**config.mk**
```make
export PLATFORM = sky130hd
export DESIGN_NAME = aopra_channel
export DESIGN_NICKNAME = d
export VERILOG_FILES = /design/src/aopra_pkg.sv /design/src/aopra_channel.sv
export SDC_FILE = /design/constraint.sdc
export NUM_CORES = 1
export LEC_CHECK = 0
export BUFFER_PORTS_ARGS = -buffer_cell sky130_fd_sc_hd__buf_2
export CAP_MARGIN = 20
export CORE_MARGIN = 1.5
export CORE_UTILIZATION = 50
export DETAILED_ROUTE_END_ITERATION = 8
export GPL_ROUTABILITY_DRIVEN = 0
export PLACE_DENSITY = 0.79
export SKIP_CTS_REPAIR_TIMING = 1
export SLEW_MARGIN = 20
export SYNTH_ARGS = -nofsm -noshare
export SYNTH_HDL_FRONTEND = slang
export SYNTH_SLANG_ARGS = --single-unit
```
**constraint.sdc**
```tcl
create_clock -name core_clk_in -period 6.75 [get_ports core_clk_in]
set_input_delay 1.35 -clock core_clk_in [delete_from_list [all_inputs] [get_ports core_clk_in]]
set_output_delay 1.35 -clock core_clk_in [all_outputs]
set_load 0.05 [all_outputs]
```
**src/aopra_pkg.sv**
```systemverilog
// Constants and register map of the analog output parameter register bank
package aopra_pkg;
	// Register indices carried in the channel control byte
	localparam logic [5:0] IDX_HW_OFFSET_TRIM   = 6'h11;
	localparam logic [5:0] IDX_HW_GAIN_TRIM     = 6'h12;
	localparam logic [5:0] IDX_MFR_SCALE_OFFSET = 6'h13;
	localparam logic [5:0] IDX_MFR_SCALE_GAIN   = 6'h14;
	localparam logic [5:0] IDX_MFR_DEFAULT_OUT  = 6'h15;
	localparam logic [5:0] IDX_UNLOCK_KEY       = 6'h1F;
	localparam logic [5:0] IDX_MODE_CONFIG      = 6'h20;
	localparam logic [5:0] IDX_USER_SCALE_OFFSET = 6'h21;
	localparam logic [5:0] IDX_USER_SCALE_GAIN  = 6'h22;
	localparam logic [5:0] IDX_USER_DEFAULT_OUT = 6'h23;

	// Reset values
	localparam logic [7:0]  RST_HW_TRIM        = 8'h80;
	localparam logic [15:0] RST_MFR_OFFSET     = 16'h0000;
	localparam logic [15:0] RST_MFR_GAIN       = 16'h0020;
	localparam logic [15:0] RST_MFR_DEFAULT    = 16'h0000;
	localparam logic [15:0] RST_MODE_CONFIG    = 16'h0006;
	localparam logic [15:0] RST_USER_OFFSET    = 16'h0000;
	localparam logic [15:0] RST_USER_GAIN      = 16'h0100;
	localparam logic [15:0] RST_USER_DEFAULT   = 16'h0000;
	localparam logic [15:0] UNLOCK_CODE        = 16'h1235;
	localparam logic [15:0] MODE_WRITABLE_MASK = 16'h012F;

	// Mode configuration fields
	localparam int MODE_USER_SCALE  = 0;
	localparam int MODE_MFR_SCALE   = 1;
	localparam int MODE_WDT_EN      = 2;
	localparam int MODE_SIGN_MAG    = 3;
	localparam int MODE_ABS_VALUE   = 5;
	localparam int MODE_USER_DEFAULT = 8;

	// Channel control byte fields
	localparam int CTL_REG_MODE   = 7;
	localparam int CTL_WRITE      = 6;
	localparam int CTL_COMP_EN    = 6;
	localparam int CTL_GAIN_CAL   = 4;
	localparam int CTL_OFFSET_CAL = 3;
	localparam int CTL_FAST       = 2;
	localparam int CTL_UP         = 1;
	localparam int CTL_DOWN       = 0;
	localparam logic [7:0] STATUS_PROCESS = 8'h00;

	// Timing: times in ms, clock in kHz, counts in cycles
	localparam int CLK_KHZ      = 250000;
	localparam int WDT_MS       = 100;
	localparam int STEP_SLOW_MS = 1000;
	localparam int STEP_FAST_MS = 50;
	localparam int WDT_CYC       = WDT_MS * CLK_KHZ;
	localparam int STEP_SLOW_CYC = STEP_SLOW_MS * CLK_KHZ;
	localparam int STEP_FAST_CYC = STEP_FAST_MS * CLK_KHZ;
	localparam int CNT_W         = 28;
endpackage : aopra_pkg
```
**src/aopra_channel.sv**
```systemverilog
// Per-channel parameter registers, register access, calibration and watchdog of an analog output
`timescale 1ns/1ns
////////////////////////////////////////////////////////////////////////////////
// Summary of operation
// Offset trim low byte held; loaded to pot after reset and on its write.
// Gain trim low byte held; loaded to pot after reset and offset trim write.
// Manufacturer offset resets 0x0000, gain 0x0020 with 8 fraction bits.
// Reset or 100 ms watchdog timeout drives manufacturer switch-on value when selected.
// Parameter writes need key 0x1235; any other key value relocks.
// Key register reads back the key when unlocked, zero when locked.
// Mode config resets 0x0006; bit0 user scaling, bit1 maker scaling; reserved kept.
// Bit2 enables watchdog; timeout drives selected switch-on value.
// Bit3 reads output data as sign and magnitude.
// Bit5 takes absolute value, 0x7FFF and 0x8000 give full scale.
// Bit8 selects user switch-on value, clear selects manufacturer one.
// User offset resets 0x0000, gain 0x0100; used only when bit0 set.
// User switch-on value drives output after reset or timeout when selected.
// Process mode: bit6 enables compensation, bit4 gain cal, bit3 offset cal.
// Calibration steps trim up on bit1, down on bit0, 1000 ms or 50 ms.
// Calibration only while unlocked; save requested when key is cleared after a calibration step.
// Status byte carries nothing in process mode.
// Control bit7 set makes the data word register transfer data.
// Read returns addressed register unchanged.
// Write stores data word into addressed register, then acknowledges.
// Control bits 0 to 5 index 64 registers.
// Control or status byte is lowest byte, word follows.
// Read acknowledge echoes control byte in status byte.
// Write acknowledge is control byte with bit6 cleared; data invalid.
// Watchdog restarts on each process data cycle, flags timeout once.
module aopra_channel
	import aopra_pkg::*;
#(
	parameter int WDT_CYCLES       = WDT_CYC,
	parameter int STEP_SLOW_CYCLES = STEP_SLOW_CYC,
	parameter int STEP_FAST_CYCLES = STEP_FAST_CYC,
	parameter logic [7:0] HW_TRIM_RESET = RST_HW_TRIM
)(
	input  wire logic        core_clk_in,
	input  wire logic        rstn_in,
	input  wire logic        cycle_valid_in,
	input  wire logic [7:0]  channel_control_byte_in,
	input  wire logic [15:0] ctrl_data_word_in,
	output logic             cycle_done_out,
	output logic [7:0]       channel_status_byte_out,
	output logic [15:0]      stat_data_word_out,
	output logic [15:0]      output_value_out,
	output logic             default_active_out,
	output logic [7:0]       offset_pot_out,
	output logic             offset_pot_load_out,
	output logic [7:0]       gain_pot_out,
	output logic             gain_pot_load_out,
	output logic [15:0]      mode_config_out,
	output logic [15:0]      mfr_scale_offset_out,
	output logic [15:0]      mfr_scale_gain_out,
	output logic [15:0]      user_scale_offset_out,
	output logic [15:0]      user_scale_gain_out,
	output logic             unlocked_out,
	output logic             save_req_out
);

	////////////////////////////////////////////////////////////////////////////////
	// Decode of the incoming cycle
	logic       reg_cycle;
	logic       pd_cycle;
	logic       wr_cycle;
	logic [5:0] register_index;
	logic       unlocked;
	logic       wr_param;
	logic [15:0] unlock_key_reg;

	assign reg_cycle      = cycle_valid_in & channel_control_byte_in[CTL_REG_MODE];
	assign pd_cycle       = cycle_valid_in & ~channel_control_byte_in[CTL_REG_MODE];
	assign wr_cycle       = reg_cycle & channel_control_byte_in[CTL_WRITE];
	assign register_index = channel_control_byte_in[5:0];
	assign unlocked       = (unlock_key_reg == UNLOCK_CODE);
	assign wr_param       = wr_cycle & unlocked;

	////////////////////////////////////////////////////////////////////////////////
	// Parameter registers
	logic [15:0] mode_config_reg;
	logic [15:0] mfr_scale_offset_reg;
	logic [15:0] mfr_scale_gain_reg;
	logic [15:0] mfr_default_output_reg;
	logic [15:0] user_scale_offset_reg;
	logic [15:0] user_scale_gain_reg;
	logic [15:0] user_default_output_reg;
	logic [7:0]  hw_offset_trim_reg;
	logic [7:0]  hw_gain_trim_reg;

	// Key register is always writable, so it can lock and unlock
	always_ff @(posedge core_clk_in or negedge rstn_in)
	begin
		if (!rstn_in)
			unlock_key_reg <= 16'h0000;
		else if (wr_cycle && register_index == IDX_UNLOCK_KEY)
			unlock_key_reg <= ctrl_data_word_in;
	end

	// Scaling, switch-on and mode registers, guarded by the key
	always_ff @(posedge core_clk_in or negedge rstn_in)
	begin
		if (!rstn_in)
		begin
			mode_config_reg         <= RST_MODE_CONFIG;
			mfr_scale_offset_reg    <= RST_MFR_OFFSET;
			mfr_scale_gain_reg      <= RST_MFR_GAIN;
			mfr_default_output_reg  <= RST_MFR_DEFAULT;
			user_scale_offset_reg   <= RST_USER_OFFSET;
			user_scale_gain_reg     <= RST_USER_GAIN;
			user_default_output_reg <= RST_USER_DEFAULT;
		end
		else if (wr_param)
		begin
			unique case (register_index)
				IDX_MODE_CONFIG:      mode_config_reg <= (ctrl_data_word_in & MODE_WRITABLE_MASK)
				                          | (mode_config_reg & ~MODE_WRITABLE_MASK);
				IDX_MFR_SCALE_OFFSET: mfr_scale_offset_reg <= ctrl_data_word_in;
				IDX_MFR_SCALE_GAIN:   mfr_scale_gain_reg <= ctrl_data_word_in;
				IDX_MFR_DEFAULT_OUT:  mfr_default_output_reg <= ctrl_data_word_in;
				IDX_USER_SCALE_OFFSET: user_scale_offset_reg <= ctrl_data_word_in;
				IDX_USER_SCALE_GAIN:  user_scale_gain_reg <= ctrl_data_word_in;
				IDX_USER_DEFAULT_OUT: user_default_output_reg <= ctrl_data_word_in;
				default:              ;
			endcase
		end
	end

	////////////////////////////////////////////////////////////////////////////////
	// Calibration stepping of the hardware trims
	logic [7:0]       cal_ctrl_reg;
	logic [CNT_W-1:0] step_cnt_reg;
	logic             cal_active;
	logic             cal_step;
	logic             cal_dir_ok;
	logic [CNT_W-1:0] step_period;

	assign cal_dir_ok  = cal_ctrl_reg[CTL_UP] ^ cal_ctrl_reg[CTL_DOWN];
	assign cal_active  = unlocked & cal_ctrl_reg[CTL_COMP_EN] & cal_dir_ok
	                     & (cal_ctrl_reg[CTL_GAIN_CAL] | cal_ctrl_reg[CTL_OFFSET_CAL]);
	assign step_period = cal_ctrl_reg[CTL_FAST] ? CNT_W'(STEP_FAST_CYCLES - 1)
	                                            : CNT_W'(STEP_SLOW_CYCLES - 1);
	assign cal_step    = cal_active && (step_cnt_reg >= step_period);

	// Last process-mode control byte steers calibration
	always_ff @(posedge core_clk_in or negedge rstn_in)
	begin
		if (!rstn_in)
			cal_ctrl_reg <= 8'h00;
		else if (pd_cycle)
			cal_ctrl_reg <= channel_control_byte_in;
	end

	// Step period timer, idle while calibration is off
	always_ff @(posedge core_clk_in or negedge rstn_in)
	begin
		if (!rstn_in)
			step_cnt_reg <= '0;
		else if (!cal_active || cal_step)
			step_cnt_reg <= '0;
		else
			step_cnt_reg <= step_cnt_reg + 1'b1;
	end

	// Saturating one-step change of a trim value
	function automatic logic [7:0] trim_step(input logic [7:0] v, input logic up);
		if (up)
			trim_step = (v == 8'hFF) ? v : v + 8'h01;
		else
			trim_step = (v == 8'h00) ? v : v - 8'h01;
	endfunction

	// Trims: register writes take priority over calibration steps
	always_ff @(posedge core_clk_in or negedge rstn_in)
	begin
		if (!rstn_in)
		begin
			hw_offset_trim_reg <= HW_TRIM_RESET;
			hw_gain_trim_reg   <= HW_TRIM_RESET;
		end
		else if (wr_param && register_index == IDX_HW_OFFSET_TRIM)
			hw_offset_trim_reg <= ctrl_data_word_in[7:0];
		else if (wr_param && register_index == IDX_HW_GAIN_TRIM)
			hw_gain_trim_reg <= ctrl_data_word_in[7:0];
		else if (cal_step)
		begin
			if (cal_ctrl_reg[CTL_OFFSET_CAL])
				hw_offset_trim_reg <= trim_step(hw_offset_trim_reg, cal_ctrl_reg[CTL_UP]);
			if (cal_ctrl_reg[CTL_GAIN_CAL])
				hw_gain_trim_reg <= trim_step(hw_gain_trim_reg, cal_ctrl_reg[CTL_UP]);
		end
	end

	// Pending permanent save: a new step wins over the relock that clears it
	logic cal_dirty_reg;
	logic relock;

	assign relock = wr_cycle && register_index == IDX_UNLOCK_KEY && ctrl_data_word_in != UNLOCK_CODE;

	always_ff @(posedge core_clk_in or negedge rstn_in)
	begin
		if (!rstn_in)
			cal_dirty_reg <= 1'b0;
		else if (cal_step)
			cal_dirty_reg <= 1'b1;
		else if (relock)
			cal_dirty_reg <= 1'b0;
	end

	always_ff @(posedge core_clk_in or negedge rstn_in)
	begin
		if (!rstn_in)
			save_req_out <= 1'b0;
		else
			save_req_out <= relock & cal_dirty_reg;
	end

	////////////////////////////////////////////////////////////////////////////////
	// Potentiometer transfers after reset, offset trim write or calibration step
	logic boot_reg;

	always_ff @(posedge core_clk_in or negedge rstn_in)
	begin
		if (!rstn_in)
			boot_reg <= 1'b1;
		else
			boot_reg <= 1'b0;
	end

	always_ff @(posedge core_clk_in or negedge rstn_in)
	begin
		if (!rstn_in)
		begin
			offset_pot_load_out <= 1'b0;
			gain_pot_load_out   <= 1'b0;
			offset_pot_out      <= 8'h00;
			gain_pot_out        <= 8'h00;
		end
		else
		begin
			offset_pot_load_out <= boot_reg | (wr_param && register_index == IDX_HW_OFFSET_TRIM)
			                       | (cal_step & cal_ctrl_reg[CTL_OFFSET_CAL]);
			gain_pot_load_out   <= boot_reg | (wr_param && register_index == IDX_HW_OFFSET_TRIM)
			                       | (cal_step & cal_ctrl_reg[CTL_GAIN_CAL]);
			offset_pot_out      <= hw_offset_trim_reg;
			gain_pot_out        <= hw_gain_trim_reg;
		end
	end

	////////////////////////////////////////////////////////////////////////////////
	// Watchdog on process data
	logic [CNT_W-1:0] wdt_cnt_reg;
	logic             wdt_expire;

	assign wdt_expire = mode_config_reg[MODE_WDT_EN] && !pd_cycle
	                    && (wdt_cnt_reg == CNT_W'(WDT_CYCLES - 1));

	always_ff @(posedge core_clk_in or negedge rstn_in)
	begin
		if (!rstn_in)
			wdt_cnt_reg <= '0;
		else if (pd_cycle || !mode_config_reg[MODE_WDT_EN])
			wdt_cnt_reg <= '0;
		else if (wdt_cnt_reg != CNT_W'(WDT_CYCLES))
			wdt_cnt_reg <= wdt_cnt_reg + 1'b1; // Stops past timeout so it flags once
	end

	////////////////////////////////////////////////////////////////////////////////
	// Output value: process data or the selected switch-on value
	logic [15:0] pd_value;
	logic [15:0] pd_signed;
	logic [15:0] switch_on_value;

	assign switch_on_value = mode_config_reg[MODE_USER_DEFAULT] ? user_default_output_reg
	                                                           : mfr_default_output_reg;

	// Sign-magnitude conversion, then optional absolute value
	always_comb
	begin
		if (mode_config_reg[MODE_SIGN_MAG] && ctrl_data_word_in[15])
			pd_signed = 16'h0000 - {1'b0, ctrl_data_word_in[14:0]};
		else
			pd_signed = ctrl_data_word_in;
		if (mode_config_reg[MODE_ABS_VALUE] && pd_signed[15])
			pd_value = (pd_signed == 16'h8000) ? 16'h7FFF : 16'h0000 - pd_signed;
		else
			pd_value = pd_signed;
	end

	always_ff @(posedge core_clk_in or negedge rstn_in)
	begin
		if (!rstn_in)
		begin
			output_value_out   <= 16'h0000;
			default_active_out <= 1'b1;
		end
		else if (pd_cycle)
		begin
			output_value_out   <= pd_value;
			default_active_out <= 1'b0;
		end
		else if (boot_reg || wdt_expire)
		begin
			output_value_out   <= switch_on_value;
			default_active_out <= 1'b1;
		end
	end

	////////////////////////////////////////////////////////////////////////////////
	// Register read multiplexer
	logic [15:0] read_value;

	always_comb
	begin
		unique case (register_index)
			IDX_HW_OFFSET_TRIM:    read_value = {8'h00, hw_offset_trim_reg};
			IDX_HW_GAIN_TRIM:      read_value = {8'h00, hw_gain_trim_reg};
			IDX_MFR_SCALE_OFFSET:  read_value = mfr_scale_offset_reg;
			IDX_MFR_SCALE_GAIN:    read_value = mfr_scale_gain_reg;
			IDX_MFR_DEFAULT_OUT:   read_value = mfr_default_output_reg;
			IDX_UNLOCK_KEY:        read_value = unlocked ? unlock_key_reg : 16'h0000;
			IDX_MODE_CONFIG:       read_value = mode_config_reg;
			IDX_USER_SCALE_OFFSET: read_value = user_scale_offset_reg;
			IDX_USER_SCALE_GAIN:   read_value = user_scale_gain_reg;
			IDX_USER_DEFAULT_OUT:  read_value = user_default_output_reg;
			default:               read_value = 16'h0000;
		endcase
	end

	////////////////////////////////////////////////////////////////////////////////
	// Answer to the coupler: status byte and data word, one cycle after the request
	always_ff @(posedge core_clk_in or negedge rstn_in)
	begin
		if (!rstn_in)
		begin
			cycle_done_out          <= 1'b0;
			channel_status_byte_out <= 8'h00;
			stat_data_word_out      <= 16'h0000;
		end
		else
		begin
			cycle_done_out <= cycle_valid_in;
			if (wr_cycle)
			begin
				channel_status_byte_out <= channel_control_byte_in & 8'hBF;
				stat_data_word_out      <= 16'h0000;
			end
			else if (reg_cycle)
			begin
				channel_status_byte_out <= channel_control_byte_in;
				stat_data_word_out      <= read_value;
			end
			else if (pd_cycle)
			begin
				channel_status_byte_out <= STATUS_PROCESS;
				stat_data_word_out      <= 16'h0000;
			end
		end
	end

	////////////////////////////////////////////////////////////////////////////////
	// Parameter outputs for the scaling path
	always_ff @(posedge core_clk_in or negedge rstn_in)
	begin
		if (!rstn_in)
		begin
			mode_config_out       <= RST_MODE_CONFIG;
			mfr_scale_offset_out  <= RST_MFR_OFFSET;
			mfr_scale_gain_out    <= RST_MFR_GAIN;
			user_scale_offset_out <= RST_USER_OFFSET;
			user_scale_gain_out   <= RST_USER_GAIN;
			unlocked_out          <= 1'b0;
		end
		else
		begin
			mode_config_out       <= mode_config_reg;
			mfr_scale_offset_out  <= mfr_scale_offset_reg;
			mfr_scale_gain_out    <= mfr_scale_gain_reg;
			user_scale_offset_out <= user_scale_offset_reg;
			user_scale_gain_out   <= user_scale_gain_reg;
			unlocked_out          <= unlocked;
		end
	end

endmodule // aopra_channel

```
==> summary.txt <==
Timing
  • TNS Setup: 0 ns
  • Final setup fails: 0
  • Clk_skew: 0.0234 ns
  • Tmin final: 4.06 ns
  • Hold Vio Cnt, Final: 0
  • RSZ-0062 raised after global routing: false
  • Fmax: 0.247 GHz
  • Max-slew violations: 0
  • Tightest Pin Transition: 1.14 ns
  • Period utilization: 60.1%
  • Slew margin rel.: 23.9%

Route
  • Detail Route Antenna Nets: 0
  • DR DRC count: 0
  • Detailed Route WL: 41.5 mm
  • WL/cell: 21.5 µm
  • Drt initial violations: 1229
  • DR vias: 11600
  • Count of TritonRoute iterations in the first routing pass: 8
  • Mean number of vias per cell: 6.01

Place
  • Dpl cells: 1870
  • Number of port buffers: 157
  • Post-DP HPWL: 28.6 mm

Layout
  • Final Instance Count excl. Fillers: 1934
  • Nets: 1568
  • Layout cells sized above 1: 26.3%
  • Area delta synth->final: 14.5%

Power and ir drop
  • Pleak: 8.38 nW
  • Power per standard cell area: 243 nW/µm²
  • Max rail drop VDD: 161 µV

Critical path
  • CP Cell Sequence: buf_2 -> nand2b_1 -> nand2_1 -> nor3_1 -> a21o_1 -> nand2_1 -> o211ai_1 -> nand3_1
  • CP max stage delay: 0.79 ns
  • WS Path Type: in2reg
  • WP data arrival: 4.45 ns
  • Worst setup SP type: primary input
  • Critical Path Most Common Cell: nand2_1
  • Crit-path max FO: 29
  • Worst path slowest cell: nand2_1
  • Worst EP required: 7.15 ns
  • Critical path capture point type: register

Run
  • Max-cap violations: 0

CTS
  • Htree depth: 2
  • Worst skew pair latency: 0.54 ns
  • Total CTS buffers: 35
  • CTS tree: done
  • Clock slew at reported path FFs: 0.06 ns
  • CTS max path bufs: 3
  • Clock Tree Root: clkbuf_16
  • Clock Sinks: 329

GRT
  • Global-route usage over all layers: 26.5%
  • Largest net degree at the start of global routing: 149
  • First-pass GRT wire length: 64.7 mm
  • GRT overflow: 0
  • Number of global-route vias before repair: 11500
  • Initial antenna violation count: 0

Synth
  • Avg Cell Area, Syn: 11.2 µm²
  • Synth top area share: 51.2%
  • Post-synth top flop: dfrtp_1
  • EDFF count, synth: 0
  • Synth top area cells: dfrtp_1 51%, mux2_2 9.6%, nor2_1 2.8%
  • Largest area contributor in the netlist: dfrtp_1
  • Asr flop ratio synth: 100%
  • Synth warn: 0
  • Yosys reg bits: 329
  • Gate Count Post-Synth: 1383
  • Distinct cells, synth: 81
  • Mapped cell area: 15500 µm²
  • Sequential share of the synthesized area: 53.3%

Floorplanning
  • Standard-cell row count: 64
  • Die Footprint: 32000 µm²
  • Total core area: 30500 µm²
  • Die W: 179 µm
  • IO Count: 169
  • Initial Utilization: 50.8%
  • Die Y: 179 µm

Min path
  • Hold Path Class: reg2reg

Run status
  • Status: complete, no violations
## cell usage after synthesis (9+ instances only)
library cell,n
dfrtp_1,317
mux2_2,132
nor2_1,116
nand2_1,100
o21ai_0,72
clkbuf_1,63
a21oi_1,51
xnor2_1,40
inv_1,38
mux2i_1,38
nand3_1,36
xor2_1,36
ha_1,28
and3_1,23
nand4_1,21
nor3_1,20
o22ai_1,19
a22oi_1,12
dfstp_2,12
buf_4,11
nor4_1,11
a21o_1,10
and2_1,9
or3_1,9
## layout make-up
type,instances,area [µm²]
antenna,1,2.50
inverter,38,143
clock inverter,19,238
clock buffer,44,950
sequential,329,8250
multi-input combinational,936,6750
timing repair buffer,171,913
tap,396,495
fill,2452,12800
## worst max-delay path: cells and delay by family
| kind | cells | cell delay [ns] |
|---|---|---|
| compound gates | 2 | 0.60 |
| buf+inv | 1 | 0.26 |
| simple gates | 5 | 2.22 |
## power by group
part	leakage (nW)	internal (mW)	switching, mW
Sequential	4.45	2.00	0.0224
Clock	0.589	1.16	0.811
Combinational	3.34	0.0821	0.239
## kinds of logic (layout without fill, tap and decap cells)
| logic type | count (synthesis) | after routing | share of synthesized area [%] |
|---|---|---|---|
| AND/OR/NAND/NOR | 401 | 401 | 13.1 |
| flip-flops | 329 | 329 | 53.3 |
| AO/OA/AOI/OAI | 242 | 242 | 10.5 |
| multiplexers | 173 | 173 | 12.5 |
| buffers and inverters | 129 | 272 | 3.56 |
| XOR/XNOR | 78 | 78 | 4.51 |
| adder cells (fa/ha/maj) | 30 | 30 | 2.52 |
| other | 1 | 13 | 0.0242 |
## cells in the final DEF, fill, tap and decap left out, types with 36 or more instances in the layout
cell       n
dfrtp_1  317
buf_2    156
mux2_2   132
nor2_1   116
nand2_1  100
o21ai_0   72
a21oi_1   51
xnor2_1   40
inv_1     38
mux2i_1   38
xor2_1    36
nand3_1   36
## layer usage
metal	vias to the layer above	GRT usage (%)	share of wire [%]
li1	5172	-	-
met5	-	0	0
met1	5814	35.2	41
met4	0	12.3	4.4
met3	126	4.52	6.9
met2	507	42.3	47
## path summary, 6_finish.rpt
check / end / from / slack [ns] / depth (start not counted)
worst max-delay path: output_value_out[6] / cycle_valid_in / 2.69 / 8
worst max register to register: hw_gain_trim_reg[1] / cal_ctrl_reg[2] / 3.16 / 9
worst min register to register: user_scale_gain_out[8] / user_scale_gain_reg[8] / 0.38 / 0
worst min-delay path: user_scale_gain_out[8] / user_scale_gain_reg[8] / 0.38 / 0
min in group asynchronous: mode_config_out[0] / rstn_in / 0.88 / 1
max in group asynchronous: mfr_scale_gain_reg[12] / rstn_in / 4.56 / 2
## stage by stage
stage | setup WS, ns | hold slack [ns] | utilization, % | total power [mW] | area [µm²]
2_1_floorplan | 3.03 | 0.352 | - | 2.26 | 15500
3_3_place_gp | 2.07 | 0.378 | 54.2 | 2.36 | 16500
3_5_place_dp | 2.21 | 0.380 | 54.2 | 2.37 | 16500
4_1_cts | 2.75 | 0.378 | 58.1 | 4.34 | 17700
5_1_grt | 2.41 | 0.384 | 58.1 | 4.45 | 17700
6_report | 2.69 | 0.378 | 58.1 | 4.31 | 17700
Note: power is estimated with default switching activity, not from simulation.
